`config.mk`:
```
export PLATFORM = sky130hd
export DESIGN_NAME = ecp_handshake
export DESIGN_NICKNAME = d
export VERILOG_FILES = /design/src/hdl/ecp_pkg.sv /design/src/hdl/ecp_handshake.sv
export SDC_FILE = /design/constraint.sdc
export NUM_CORES = 1
export LEC_CHECK = 0
export BUFFER_PORTS_ARGS = -buffer_cell sky130_fd_sc_hd__buf_2
export CAP_MARGIN = 15
export CORE_UTILIZATION = 55
export DETAILED_ROUTE_END_ITERATION = 6
export PLACE_DENSITY = 0.82
export SYNTH_ARGS = -nofsm -noshare
export SYNTH_HDL_FRONTEND = slang
export SYNTH_SLANG_ARGS = --single-unit
```
`constraint.sdc`:
```
create_clock -name clk -period 6.5 [get_ports clk]
set_input_delay 1.3 -clock clk [delete_from_list [all_inputs] [get_ports clk]]
set_output_delay 1.3 -clock clk [all_outputs]
set_load 0.05 [all_outputs]
```
`src/hdl/ecp_pkg.sv`:
```
/*
 * Shared constants, modes, states and carriers for the parallel port
 * handshake engine. Assumes a single 50 MHz clock.
 */
`default_nettype none
package ecp_pkg;
   localparam int CLK_NS      = 20;
   localparam int T_SETUP_NS  = 600;
   localparam int T_STB_NS    = 600;
   localparam int T_HOLD_NS   = 450;
   localparam int T_GAP_NS    = 680;
   localparam int T_ECP_NS    = 80;
   localparam int T_FILT_NS   = 75;
   // least times round up to whole cycles
   localparam int SETUP_CYC   = (T_SETUP_NS + CLK_NS - 1) / CLK_NS;
   localparam int STB_CYC     = (T_STB_NS + CLK_NS - 1) / CLK_NS;
   localparam int HOLD_CYC    = (T_HOLD_NS + CLK_NS - 1) / CLK_NS;
   localparam int GAP_CYC     = (T_GAP_NS + CLK_NS - 1) / CLK_NS;
   localparam int ECP_CYC     = (T_ECP_NS + CLK_NS - 1) / CLK_NS;
   localparam int FILT_CYC    = (T_FILT_NS + CLK_NS - 1) / CLK_NS;
   localparam int CW          = 6;
   localparam int FW          = 3;
   localparam int BUF_DEPTH   = 2;
   localparam logic RST_BUSY  = 1'b0;
   localparam logic RST_ACK_N = 1'b1;
   localparam logic RST_FAULT_N = 1'b1;

   typedef enum logic [1:0] {
      MODE_COMPAT = 2'h0,
      MODE_FIFO   = 2'h1,
      MODE_ECP    = 2'h2
   } ecp_mode_t;

   typedef enum logic [3:0] {
      ST_FIDLE  = 4'h0,
      ST_SETUP  = 4'h1,
      ST_STB    = 4'h2,
      ST_HOLD   = 4'h3,
      ST_EF_WHI = 4'h4,
      ST_EF_DLY = 4'h5,
      ST_EF_WLO = 4'h6,
      ST_EF_GAP = 4'h7,
      ST_RIDLE  = 4'h8,
      ST_R_DLY  = 4'h9,
      ST_R_WHI  = 4'ha,
      ST_R_GAP  = 4'hb
   } ecp_state_t;

   typedef struct packed {
      logic       cmd;
      logic [7:0] data;
   } ecp_word_t;

   typedef struct packed {
      logic [7:0] data;
      logic       strobe_n;
      logic       alf_n;
   } ecp_pins_t;

   typedef struct packed {
      logic [7:0] data_oe_n;
      logic       strobe_oe_n;
      logic       alf_oe_n;
   } ecp_oe_t;
endpackage
`default_nettype wire

```
`src/hdl/ecp_handshake.sv`:
```
/*
 * Handshake engine of a multi-mode parallel port: FIFO/compatible
 * forward transfers paced by BUSY, ECP forward and reverse phases,
 * settling filters on BUSY and nACK, and driver mode switching.
 * Assumes the port FIFO side is valid/ready and all inputs are
 * synchronous to clk; the cable wire level is resolved outside.
 */
// Contract
// fifo mode paced by busy, ack ignored
// data 600 ns before strobe, strobe 600 ns
// 680 ns from busy low to strobe
// hold data past busy and 450 ns
// peripheral raises busy within 500 ns
// forward idle keeps host clock high
// forward ecp byte interlocked with busy
// synchronise and accept peripheral request
// ecp data and alf valid with strobe
// ecp data changes 80-180 ns after busy
// next strobe 80-200 ns after busy low
// strobe released 80-180 ns after busy high
// upper limits only while data pending
// busy filtered over 75-130 ns window
// reverse idle keeps host ack low
// reverse ecp byte interlocked with ack
// alf released 80-200 ns after ack low
// alf reasserted 80-200 ns after ack high
// stall by holding alf low when full
// ack filtered over 75-130 ns window
// push-pull in ecp, open-collector otherwise, glitch-free
// reset returns to forward idle
`timescale 1ns/10ps
`default_nettype none
module ecp_handshake
   import ecp_pkg::*;
(
   // clock and reset
   input  wire logic      clk,
   input  wire logic      reset,
   // configuration
   input  wire ecp_mode_t mode,
   input  wire logic      reverse,
   // forward words from the port fifo
   input  wire ecp_word_t tx_word,
   input  wire logic      tx_valid,
   output logic           tx_ready,
   // reverse bytes to the port fifo
   output logic [7:0]     rx_data,
   output logic           rx_valid,
   input  wire logic      rx_ready,
   input  wire logic      tc,
   // cable inputs
   input  wire logic      busy,
   input  wire logic      ack_n,
   input  wire logic      fault_n,
   input  wire logic [7:0] pd_in,
   // cable outputs
   output ecp_pins_t      pins,
   output ecp_oe_t        pins_oe,
   output logic           periph_req
);

   function automatic ecp_pins_t ecp_load(input ecp_pins_t p, input ecp_word_t w);
      ecp_pins_t r;
      r          = p;
      r.data     = w.data;
      r.alf_n    = ~w.cmd;
      r.strobe_n = 1'b0;
      return r;
   endfunction

   // two-entry forward buffer
   ecp_word_t          buf_mem [BUF_DEPTH];
   logic               wr_ptr;
   logic               rd_ptr;
   logic [1:0]         buf_cnt;
   logic               next_wr_ptr;
   logic               next_rd_ptr;
   logic [1:0]         next_buf_cnt;
   logic               pop;
   logic               buf_valid;
   ecp_word_t          head;

   assign tx_ready  = (buf_cnt != 2'h2);
   assign buf_valid = (buf_cnt != 2'h0);
   assign head      = buf_mem[rd_ptr];

   always_comb begin
      next_wr_ptr  = wr_ptr;
      next_rd_ptr  = rd_ptr;
      next_buf_cnt = buf_cnt;
      if (tx_valid && tx_ready) begin
         next_wr_ptr = ~wr_ptr;
      end
      if (pop) begin
         next_rd_ptr = ~rd_ptr;
      end
      case ({tx_valid && tx_ready, pop})
         2'b10:   next_buf_cnt = buf_cnt + 2'h1;
         2'b01:   next_buf_cnt = buf_cnt - 2'h1;
         default: next_buf_cnt = buf_cnt;
      endcase
   end

   always_ff @(posedge clk) begin
      if (reset) begin
         wr_ptr  <= 1'b0;
         rd_ptr  <= 1'b0;
         buf_cnt <= 2'h0;
      end else begin
         wr_ptr  <= next_wr_ptr;
         rd_ptr  <= next_rd_ptr;
         buf_cnt <= next_buf_cnt;
      end
      if (tx_valid && tx_ready) begin
         buf_mem[wr_ptr] <= tx_word;
      end
   end

   // settling filters: index 0 busy, index 1 ack_n
   logic [1:0]         f_last;
   logic [1:0]         f_lvl;
   logic [FW-1:0]      f_cnt [2];
   logic [1:0]         next_f_last;
   logic [1:0]         next_f_lvl;
   logic [FW-1:0]      next_f_cnt [2];
   logic [1:0]         raw;
   logic               busy_f;
   logic               ack_f;
   logic               fault_s1;
   logic               fault_s2;

   assign raw    = {ack_n, busy};
   assign busy_f = f_lvl[0];
   assign ack_f  = f_lvl[1];

   // a level is taken only after FILT_CYC quiet samples: ~100 ns
   always_comb begin
      next_f_last = raw;
      next_f_lvl  = f_lvl;
      for (int i = 0; i < 2; i++) begin
         if (raw[i] != f_last[i]) begin
            next_f_cnt[i] = '0;
         end else if (f_cnt[i] != FW'(FILT_CYC)) begin
            next_f_cnt[i] = f_cnt[i] + FW'(1);
         end else begin
            next_f_cnt[i] = f_cnt[i];
         end
         if (f_cnt[i] == FW'(FILT_CYC)) begin
            next_f_lvl[i] = f_last[i];
         end
      end
   end

   always_ff @(posedge clk) begin
      if (reset) begin
         f_last   <= {RST_ACK_N, RST_BUSY};
         f_lvl    <= {RST_ACK_N, RST_BUSY};
         f_cnt[0] <= '0;
         f_cnt[1] <= '0;
         fault_s1 <= RST_FAULT_N;
         fault_s2 <= RST_FAULT_N;
      end else begin
         f_last   <= next_f_last;
         f_lvl    <= next_f_lvl;
         f_cnt[0] <= next_f_cnt[0];
         f_cnt[1] <= next_f_cnt[1];
         fault_s1 <= fault_n;
         fault_s2 <= fault_s1;
      end
   end

   // transfer machine
   ecp_state_t         state;
   ecp_state_t         next_state;
   logic [CW-1:0]      cnt;
   logic [CW-1:0]      next_cnt;
   logic [CW-1:0]      gap;
   logic [CW-1:0]      next_gap;
   logic               drive_pp;
   logic               next_pp;
   ecp_pins_t          next_pins;
   ecp_oe_t            next_oe;
   logic [7:0]         next_rx_data;
   logic               next_rx_valid;
   logic               next_req;
   logic               rev;
   logic               pending;

   // pending gates the upper pacing limits; without it we just idle
   assign pending = buf_valid && !reverse && (mode == MODE_ECP);

   always_comb begin
      next_state    = state;
      next_cnt      = (cnt != '0) ? cnt - CW'(1) : cnt;
      next_gap      = busy_f ? CW'(GAP_CYC) : ((gap != '0) ? gap - CW'(1) : gap);
      next_pins     = pins;
      next_pp       = drive_pp;
      next_rx_data  = rx_data;
      next_rx_valid = rx_valid && !rx_ready;
      next_req      = ~fault_s2;
      pop           = 1'b0;
      case (state)
         ST_FIDLE: begin
            next_pins.strobe_n = 1'b1;
            // drivers only swap here; both strobes are high except when ECP is entered with reverse set or a word buffered, or the last ECP word left alf_n low
            next_pp = (mode == MODE_ECP);
            if (mode != MODE_ECP) begin
               next_pins.alf_n = 1'b1;
               if (buf_valid && !busy_f) begin
                  next_pins.data = head.data;
                  pop            = 1'b1;
                  next_cnt       = CW'(SETUP_CYC);
                  next_state     = ST_SETUP;
               end
            end else if (reverse) begin
               next_pins.alf_n = 1'b0;
               next_state      = ST_RIDLE;
            end else if (buf_valid && !busy_f) begin
               next_pins  = ecp_load(pins, head);
               pop        = 1'b1;
               next_state = ST_EF_WHI;
            end
         end
         ST_SETUP: begin
            if (cnt == '0 && gap == '0) begin
               next_pins.strobe_n = 1'b0;
               next_cnt           = CW'(STB_CYC);
               next_state         = ST_STB;
            end
         end
         ST_STB: begin
            if (cnt == '0) begin
               next_pins.strobe_n = 1'b1;
               next_cnt           = CW'(HOLD_CYC);
               next_state         = ST_HOLD;
            end
         end
         ST_HOLD: begin
            // data stays on the pins until the next load
            if (cnt == '0 && !busy_f) begin
               next_state = ST_FIDLE;
            end
         end
         ST_EF_WHI: begin
            if (busy_f) begin
               next_cnt   = CW'(ECP_CYC);
               next_state = ST_EF_DLY;
            end
         end
         ST_EF_DLY: begin
            if (cnt == '0) begin
               next_pins.strobe_n = 1'b1;
               next_state         = ST_EF_WLO;
            end
         end
         ST_EF_WLO: begin
            if (!busy_f) begin
               next_cnt   = CW'(ECP_CYC);
               next_state = ST_EF_GAP;
            end
         end
         ST_EF_GAP: begin
            if (cnt == '0) begin
               if (pending) begin
                  next_pins  = ecp_load(pins, head);
                  pop        = 1'b1;
                  next_state = ST_EF_WHI;
               end else begin
                  next_state = ST_FIDLE;
               end
            end
         end
         ST_RIDLE: begin
            next_pins.alf_n = 1'b0;
            if (!reverse && ack_f) begin
               next_pins.alf_n = 1'b1;
               next_state      = ST_FIDLE;
            end else if (!ack_f && !rx_valid && !tc) begin
               next_cnt   = CW'(ECP_CYC);
               next_state = ST_R_DLY;
            end
         end
         ST_R_DLY: begin
            if (cnt == '0) begin
               next_pins.alf_n = 1'b1;
               next_rx_data    = pd_in;
               next_state      = ST_R_WHI;
            end
         end
         ST_R_WHI: begin
            if (ack_f) begin
               next_cnt   = CW'(ECP_CYC);
               next_state = ST_R_GAP;
            end
         end
         ST_R_GAP: begin
            if (cnt == '0) begin
               next_pins.alf_n = 1'b0;
               next_rx_valid   = 1'b1;
               next_state      = ST_RIDLE;
            end
         end
         default: begin
            next_pins.strobe_n = 1'b1;
            next_state         = ST_FIDLE;
         end
      endcase
      rev = (next_state == ST_RIDLE) || (next_state == ST_R_DLY) ||
            (next_state == ST_R_WHI) || (next_state == ST_R_GAP);
      // open-collector: enable only while the pin is pulled low
      next_oe.data_oe_n   = rev ? 8'hff : (next_pp ? 8'h00 : next_pins.data);
      next_oe.strobe_oe_n = next_pp ? 1'b0 : next_pins.strobe_n;
      next_oe.alf_oe_n    = next_pp ? 1'b0 : next_pins.alf_n;
   end

   always_ff @(posedge clk) begin
      if (reset) begin
         state      <= ST_FIDLE;
         cnt        <= '0;
         gap        <= '0;
         drive_pp   <= 1'b0;
         pins       <= '{data: 8'hff, strobe_n: 1'b1, alf_n: 1'b1};
         pins_oe    <= '{data_oe_n: 8'hff, strobe_oe_n: 1'b1, alf_oe_n: 1'b1};
         rx_data    <= 8'h00;
         rx_valid   <= 1'b0;
         periph_req <= 1'b0;
      end else begin
         state      <= next_state;
         cnt        <= next_cnt;
         gap        <= next_gap;
         drive_pp   <= next_pp;
         pins       <= next_pins;
         pins_oe    <= next_oe;
         rx_data    <= next_rx_data;
         rx_valid   <= next_rx_valid;
         periph_req <= next_req;
      end
   end
endmodule
`default_nettype wire

```
==> results_dict.tcl, run 1 <==
set metrics [dict create \
    status "finished, violations left" \
    violations "design-rule violations" \
    power.density_nw_per_um2 466.0 \
    p_int_mw 1.174 \
    antenna_cells_inserted 0 \
    synth_enable_flop_cells 18 \
    setup_viol 0 \
    maxUsedRoutingLayer "met4" \
    share_comb_of_total_power_pct 41.1 \
    clkSlewWorstSetupHoldPaths_ps 90 \
    async_sr_flop_fraction_pct 0 \
    startpoint "reverse" \
    synth_cell_types 59 \
    drt-total-wl_um 7470 \
    routed-wl-met3_um 353 \
    m1WireLength_um 3186 \
    commonest_non_fill_non_tap_cell_in_the_layout "sky130_fd_sc_hd__dfxtp_1" \
    boundaryPins 59 \
    grt_setup_unrepaired "false" \
    timing_worst_slew_pin_value_ps 922.2 \
    largest_area_contributor_in_the_synthesized_netlist "sky130_fd_sc_hd__dfxtp_1" \
    routed_via_density 5.696 \
    dpl-instance-area_um2 3981 \
    post_synth_top_area_share_pct 34.63 \
    timing.slew.headroom_pct 38.52 \
    grt_usage_pct 22.47 \
    rows 29 \
    endpoint_kind "flop" \
    core_um2 6422 \
    globalRoute.totalOverflow 0 \
    port_buffers 58 \
    leakage_power_of_the_design_nw 1.685 \
    dp_hpwl_um 5131 \
    synth_fp_nets 409 \
    setup.worst_path.start_class "primary input" \
    report.final.hold_viol_count 0 \
    regToRegEndpoint "buf_cnt[1]$_SDFFE_PP0P_" \
    post_synth_instance_area_um2 3700 \
    pin_count_of_the_biggest_net_entering_global_routing 52 \
    drv.max_cap_violation_count 0 \
    drt-initial-drc-count 271 \
    finish.instance_area_um2 4217 \
    drt_drc 6 \
    synth-seq-cells 82 \
    largest_cells_by_area_after_synthesis "sky130_fd_sc_hd__dfxtp_1 (35%), sky130_fd_sc_hd__edfxtp_1 (15%), sky130_fd_sc_hd__mux2i_1 (5.1%)" \
    cts_repair_resize_count 0 \
    route.antenna.remaining_nets 0 \
    regToRegSetupSlack_ps 3850 \
    crit_path_end "buf_cnt[1]$_SDFFE_PP0P_" \
    worst_ir_drop_vdd_mv 0.2941 \
    avgRoutedWirePerCell_um 14.85 \
    fp.dieArea_um2 7059 \
    mapped_avg_cell_area_um2 9.973 \
    area_growth_syn_to_layout_pct 13.97 \
    floorplan.die.width_um 84.02 \
    timing.reg2reg.worst_path_depth 6 \
    place.gp.congestion 0.9063 \
    final.period_utilization_pct 48.08 \
    final.min_clock_period_ps 3125 \
    predominant_post_synthesis_flop_cell "sky130_fd_sc_hd__dfxtp_1" \
    tot_pwr_mw 1.965 \
    drive_gt1_share_pct 22.77 \
    cp_data_required_time_ps 6780 \
    worst_skew_pair.late_latency_ps 350 \
    via_count_of_the_first_global_routing_pass 2767 \
    setup_skew_ps 11.54 \
    drt_pre_antenna_iters 6 \
    cts-root-to-sink-buffers 2 \
    crit_path_max_fanout 10 \
    max_clock_freq_mhz 320.0 \
    route.met2.wl_um 3805 \
    numCtsBuffers 9 \
    vias 2865 \
    finalSetupTns_ps 0 \
    final_util_pct 65.65 \
    initial_utilization_pct 57.61 \
    chipHeight_um 84.02 \
    slew_violations 0 \
    cts.sink_count 82 \
    critical_path_class "primary input to flop" \
    antenna_found_initial 0 \
    power.switching_mw 0.7916 \
    synth-warning-count 0 \
    post_cts_setup_inserts 0 \
    critical_path.reg2reg.startpoint "state[2]$_SDFF_PP0_" \
    synth.yosys.seq_area_share_pct 49.24 \
    first_pass_grt_wire_length_um 12530 \
    switching_share_pct 40.28 \
    most-common-layout-cells "sky130_fd_sc_hd__dfxtp_1 (64), sky130_fd_sc_hd__buf_2 (58), sky130_fd_sc_hd__nor2_1 (38)" \
    clock-root-buffer "sky130_fd_sc_hd__clkbuf_8" \
    htree_levels 3 \
    clock_power_share_pct 21.5 \
    worst_ep_arrival_time_ps 3400 \
    final_nets 459 \
    ctsHoldBuffers 0 \
    netlist_instances 371 \
    share_seq_of_total_power_pct 37.5 \
    min_path_type "flop to flop" \
    cts_tree "built" \
]
## per-stage QoR
| step | hold slack [ps] | std cells | setup WS [ps] |
|---|---|---|---|
| 5_1_grt | 408.9 | 503 | 3299 |
| 4_1_cts | 396.4 | 503 | 3387 |
| 6_report | 396.5 | 503 | 3375 |
| 2_1_floorplan | 368.2 | 371 | 3413 |
| 3_3_place_gp | 372.5 | 487 | 3068 |
| 3_5_place_dp | 388.6 | 487 | 3010 |
## layout make-up
type	count	area (um2)
fillers	508	2206
flip-flops and latches	82	1822
multi-input cells	256	1720
repair buffers	58	290.3
clock buffers	10	137.6
clock inverters	6	97.59
well taps	77	96.34
inverters	14	52.55
## registers in the layout (all words and copies together) (netlist names), 2 cells and up, named ones only
name     count
f_last       2
pins_oe     10
gap          6
pins        10
state        4
buf_mem     18
rx_data      8
f_lvl        2
f_cnt        6
cnt          6
buf_cnt      2
## critical path, stage by stage
cell	delay, ps
sky130_fd_sc_hd__buf_2	130
sky130_fd_sc_hd__or3b_2	530
sky130_fd_sc_hd__nor2_1	200
sky130_fd_sc_hd__a31o_2	410
sky130_fd_sc_hd__ha_1	330
sky130_fd_sc_hd__or3_1	360
sky130_fd_sc_hd__a21oi_1	140
## per-layer routing
layer  vias up  global-route usage [%]
met5         -                       0
met4         0                   8.150
met3        17                   6.133
met2        84                   39.27
met1      1352                   26.32
li1       1412                       -
## power groups by stage
stage / combinational [mW] / sequential, mW / clock (mW)
finish: 0.807 / 0.736 / 0.422
global route: 0.881 / 0.752 / 0.450
CTS: 0.809 / 0.735 / 0.428
detailed placement: 0.803 / 0.746 / 0
global placement: 0.779 / 0.742 / 0
floorplan: 0.559 / 0.854 / 0
## how the worst min path moves through the flow
stage | startpoint | end | slack (ps) | cells after the start
floorplan | fault_s2$_SDFF_PP1_ | periph_req$_SDFF_PP0_ | 370 | 1
CTS | fault_s2$_SDFF_PP1_ | periph_req$_SDFF_PP0_ | 400 | 1
global route | fault_s2$_SDFF_PP1_ | periph_req$_SDFF_PP0_ | 410 | 1
detailed placement | fault_s2$_SDFF_PP1_ | periph_req$_SDFF_PP0_ | 390 | 1
global placement | fault_s2$_SDFF_PP1_ | periph_req$_SDFF_PP0_ | 370 | 1
finish | fault_s2$_SDFF_PP1_ | periph_req$_SDFF_PP0_ | 400 | 1
## synth_stat cells (2+ instances only)
library cell,count
sky130_fd_sc_hd__edfxtp_1,18
sky130_fd_sc_hd__o21bai_1,2
sky130_fd_sc_hd__xnor2_1,13
sky130_fd_sc_hd__nand2_1,21
sky130_fd_sc_hd__nor3b_1,5
sky130_fd_sc_hd__or3_1,2
sky130_fd_sc_hd__nand3_1,7
sky130_fd_sc_hd__mux2_2,9
sky130_fd_sc_hd__nand2b_1,15
sky130_fd_sc_hd__clkbuf_1,13
sky130_fd_sc_hd__o2111ai_1,2
sky130_fd_sc_hd__ha_1,10
sky130_fd_sc_hd__nor3_2,2
sky130_fd_sc_hd__nor2_1,38
sky130_fd_sc_hd__a31oi_1,6
sky130_fd_sc_hd__or3b_2,2
sky130_fd_sc_hd__xor2_1,3
sky130_fd_sc_hd__a311oi_1,2
sky130_fd_sc_hd__a211oi_1,2
sky130_fd_sc_hd__and3b_1,3
sky130_fd_sc_hd__dfxtp_1,64
sky130_fd_sc_hd__nor4_1,4
sky130_fd_sc_hd__and3_1,3
sky130_fd_sc_hd__buf_6,2
sky130_fd_sc_hd__a21oi_1,27
sky130_fd_sc_hd__or2_2,3
sky130_fd_sc_hd__mux2i_1,19
sky130_fd_sc_hd__nor2b_1,6
sky130_fd_sc_hd__nor3_1,12
sky130_fd_sc_hd__o31ai_1,3
sky130_fd_sc_hd__buf_2,2
sky130_fd_sc_hd__inv_1,13
sky130_fd_sc_hd__o311ai_0,2
sky130_fd_sc_hd__nand4_1,2
sky130_fd_sc_hd__o21ai_0,10
## cell families (layout without fill, tap and decap cells)
| family | count (synthesis) | in the layout | share of synthesized area (%) |
|---|---|---|---|
| xor gates and xnor gates | 16 | 16 | 3.788 |
| and+or+nand+nor | 132 | 132 | 19.28 |
| DFF | 82 | 82 | 49.24 |
| AOI/OAI and AO/OA | 70 | 70 | 12.18 |
| adders and majority gates | 10 | 10 | 3.382 |
| buffers and inverters | 33 | 88 | 4.261 |
| muxes | 28 | 28 | 7.880 |
Power figures use the tool's default switching activity.
==> run 2, diff against run 1 <==
ABC_AREA = 1   (was not set)
clock period = 3.23 ns   (was 6.5 ns; I/O delays follow)
==> run 2 against run 1 <==
Compared with the run above:
- the run still ends with design-rule violations left
- first-iteration DRC count is 17% lower
- sequential share of layout area is 0.56 points lower
- power is 100% higher
- critical path depth is 5 higher
- worst setup slack worse by 2500 ps
- synthesized area is 1.2% higher
- count of clock-buffer cells in the layout stayed put
- sequential power is 97% higher
- clock power is 76% higher
- via count is 11% higher
- core utilization is 0.48 points higher
- critical path type is now flop to flop
- highest routed layer unchanged
==> results_dict.tcl, run 2 <==
set metrics [dict create \
    status "finished, violations left" \
    violations "design-rule violations" \
    cts_tree "built" \
    chipHeight_um 84.50 \
    synthesized_area_fraction_occupied_by_xor_and_xnor_cells_pct 1.404 \
    slew_violations 0 \
    setup_viol 0 \
    drive_gt1_share_pct 21.95 \
    synth-warning-count 0 \
    multi_input_area_um2 1673 \
    globalRoute.totalOverflow 0 \
    critical_path.reg2reg.startpoint "cnt[0]$_SDFF_PP0_" \
    antenna_cells_inserted 0 \
    via_count_of_the_first_global_routing_pass 3097 \
    grt_setup_unrepaired "false" \
    timing_worst_slew_pin_value_ps 818.8 \
    final_nets 557 \
    final-seq-area_um2 1822 \
    final.period_utilization_pct 73.42 \
    drt_pre_antenna_iters 6 \
    largest_register "buf_mem" \
    ys_top_cells_by_count "sky130_fd_sc_hd__nand2_1 (93), sky130_fd_sc_hd__nor2_1 (67), sky130_fd_sc_hd__dfxtp_1 (64)" \
    max_clock_freq_mhz 421.7 \
    finalSetupTns_ps 0 \
    post_synth_fa_ha_maj_area_fraction_pct 3.342 \
    routed_via_density 5.273 \
    clock-root-buffer "sky130_fd_sc_hd__clkbuf_8" \
    largest_cells_by_area_after_synthesis "sky130_fd_sc_hd__dfxtp_1 (34%), sky130_fd_sc_hd__edfxtp_1 (14%), sky130_fd_sc_hd__nand2_1 (9.3%)" \
    dp_hpwl_um 6046 \
    cts.sink_count 82 \
    synth_fp_nets 495 \
    commonest_non_fill_non_tap_cell_in_the_layout "sky130_fd_sc_hd__nand2_1" \
    flip_flop_count_of_the_largest_register_after_layout 18 \
    core_um2 6459 \
    cts-root-to-sink-buffers 2 \
    worst_ep_arrival_time_ps 2610 \
    cts_repair_resize_count 0 \
    leakage_power_of_the_design_nw 1.979 \
    drt-initial-drc-count 226 \
    predominant_post_synthesis_flop_cell "sky130_fd_sc_hd__dfxtp_1" \
    min_path_type "flop to flop" \
    power.density_nw_per_um2 935.0 \
    clkSlewWorstSetupHoldPaths_ps 90 \
    min_from "fault_s2$_SDFF_PP1_" \
    grt_usage_pct 24.32 \
    final.min_clock_period_ps 2372 \
    first_pass_grt_wire_length_um 13780 \
    ctsHoldBuffers 0 \
    crit_path_max_fanout 12 \
    synthMostInstantiatedCell "sky130_fd_sc_hd__nand2_1" \
    floorplan.die.width_um 84.50 \
    route.antenna.remaining_nets 0 \
    most-common-layout-cells "sky130_fd_sc_hd__nand2_1 (93), sky130_fd_sc_hd__nor2_1 (67), sky130_fd_sc_hd__dfxtp_1 (64)" \
    numCtsBuffers 9 \
    rows 29 \
    post_synth_instance_area_um2 3744 \
    initial_utilization_pct 57.96 \
    timing.slew.headroom_pct 45.21 \
    fp.dieArea_um2 7140 \
    report.final.hold_viol_count 0 \
    muxShareOfSynthArea_pct 2.373 \
    drv.max_cap_violation_count 0 \
    cp_data_required_time_ps 3460 \
    compound_gate_portion_of_the_synthesized_area_pct 10.36 \
    place.gp.congestion 0.9559 \
    netlist_instances 457 \
    top_regs "buf_mem: 18 flops, pins: 10 flops, pins_oe: 10 flops" \
    critical_path_class "flop to flop" \
    dpl-instance-area_um2 4079 \
    synth-seq-cells 82 \
    post_synth_top_area_share_pct 34.22 \
    async_sr_flop_fraction_pct 0 \
    drt-total-wl_um 8070 \
    port_buffers 58 \
    worst_ir_drop_vdd_mv 0.7188 \
    vias 3169 \
    synth_enable_flop_cells 18 \
    post_cts_setup_inserts 0 \
    post_synth_and_or_nand_nor_area_fraction_pct 27.21 \
    finish.instance_area_um2 4272 \
    antenna_found_initial 0 \
    worst_skew_pair.late_latency_ps 350 \
    drt_drc 2 \
    avgRoutedWirePerCell_um 13.43 \
    setup_skew_ps 9.155 \
    area_growth_syn_to_layout_pct 14.10 \
    setup.worst_path.start_class "flop" \
    htree_levels 3 \
    boundaryPins 59 \
    pin_count_of_the_biggest_net_entering_global_routing 20 \
    fillerInstances 549 \
    largest_area_contributor_in_the_synthesized_netlist "sky130_fd_sc_hd__dfxtp_1" \
    mapped_avg_cell_area_um2 8.192 \
    endpoint_kind "flop" \
    synth_cell_types 41 \
    startpoint "cnt[0]$_SDFF_PP0_" \
    synth.yosys.seq_area_share_pct 48.66 \
    synth_top_family_by_area "simple AND/OR/NAND/NOR gates" \
]
[run 2: cell types whose count changed in the layout (fill, tap and decap cells not counted), moves of 9 or more]
cell	previous run	this run
sky130_fd_sc_hd__inv_1	13	44
sky130_fd_sc_hd__mux2i_1	19	1
sky130_fd_sc_hd__nand2_1	21	93
sky130_fd_sc_hd__nand2b_1	15	0
sky130_fd_sc_hd__nand3_1	7	29
sky130_fd_sc_hd__nor2_1	38	67
sky130_fd_sc_hd__o21ai_0	10	29
sky130_fd_sc_hd__xnor2_1	13	4
[run 2: path summary, 6_finish.rpt]
check,to,slack [ps],cells past startpoint
setup / recovery,buf_cnt[1]$_SDFFE_PP0P_,860,12
hold / removal,periph_req$_SDFF_PP0_,390,1
hold reg to reg,periph_req$_SDFF_PP0_,390,1
setup reg to reg,buf_cnt[1]$_SDFFE_PP0P_,860,12
[run 2: per-layer routing]
layer / GRT usage, % / share of wire, % / up-vias
li1: - / - / 1611
met1: 29.05 / 43 / 1432
met2: 41.83 / 48 / 101
met3: 6.293 / 5.5 / 25
met4: 9.861 / 3.1 / 0
met5: 0 / 0 / -
[run 2: logic make-up after synthesis]
kind of cell / count (synthesis)
xor+xnor: 6
simple gates: 223
mux: 8
compound gates: 71
flops: 82
fa+ha+maj: 10
buf+inv: 57
[run 2: final cells by class]
type	instances	share of cell area (%)
repair buffers	60	7.147
multi-input cells	318	39.16
flip-flops and latches	82	42.65
well taps	77	2.255
clock buffers	10	2.988
inverters	48	4.277
clock inverters	6	1.523
[run 2: worst max-delay path: stages (launching register included)]
cell and delay (ps):
sky130_fd_sc_hd__dfxtp_1 380, sky130_fd_sc_hd__inv_1 90, sky130_fd_sc_hd__ha_1 210, sky130_fd_sc_hd__nand3_1 80, sky130_fd_sc_hd__buf_4 180, sky130_fd_sc_hd__inv_2 130, sky130_fd_sc_hd__nand3_4 170, sky130_fd_sc_hd__nand2_4 140
sky130_fd_sc_hd__ha_1 350, sky130_fd_sc_hd__a21oi_1 150, sky130_fd_sc_hd__o21ai_0 140, sky130_fd_sc_hd__o21ai_0 180, sky130_fd_sc_hd__a21oi_1 60
[run 2: power breakdown]
part	total [mW]	switching, mW	leakage, nW	internal [mW]
clock	0.742	0.383	0.0983	0.359
combinational	1.80	1.23	1.19	0.577
sequential	1.45	0.161	0.695	1.29
[run 2: stage by stage]
step / util (%) / hold WS (ps) / std cells / worst slack, ps / power, mW
6_report: 66.14 / 391.6 / 601 / 858.4 / 3.994
5_1_grt: 66.14 / 423.3 / 601 / 714.7 / 4.284
4_1_cts: 66.14 / 396.5 / 601 / 875.7 / 4.009
3_5_place_dp: 63.15 / 379.0 / 585 / 725.1 / 3.268
3_3_place_gp: 63.15 / 372.2 / 585 / 930.0 / 3.217
2_1_floorplan: - / 368.2 / 457 / 1120 / 2.904
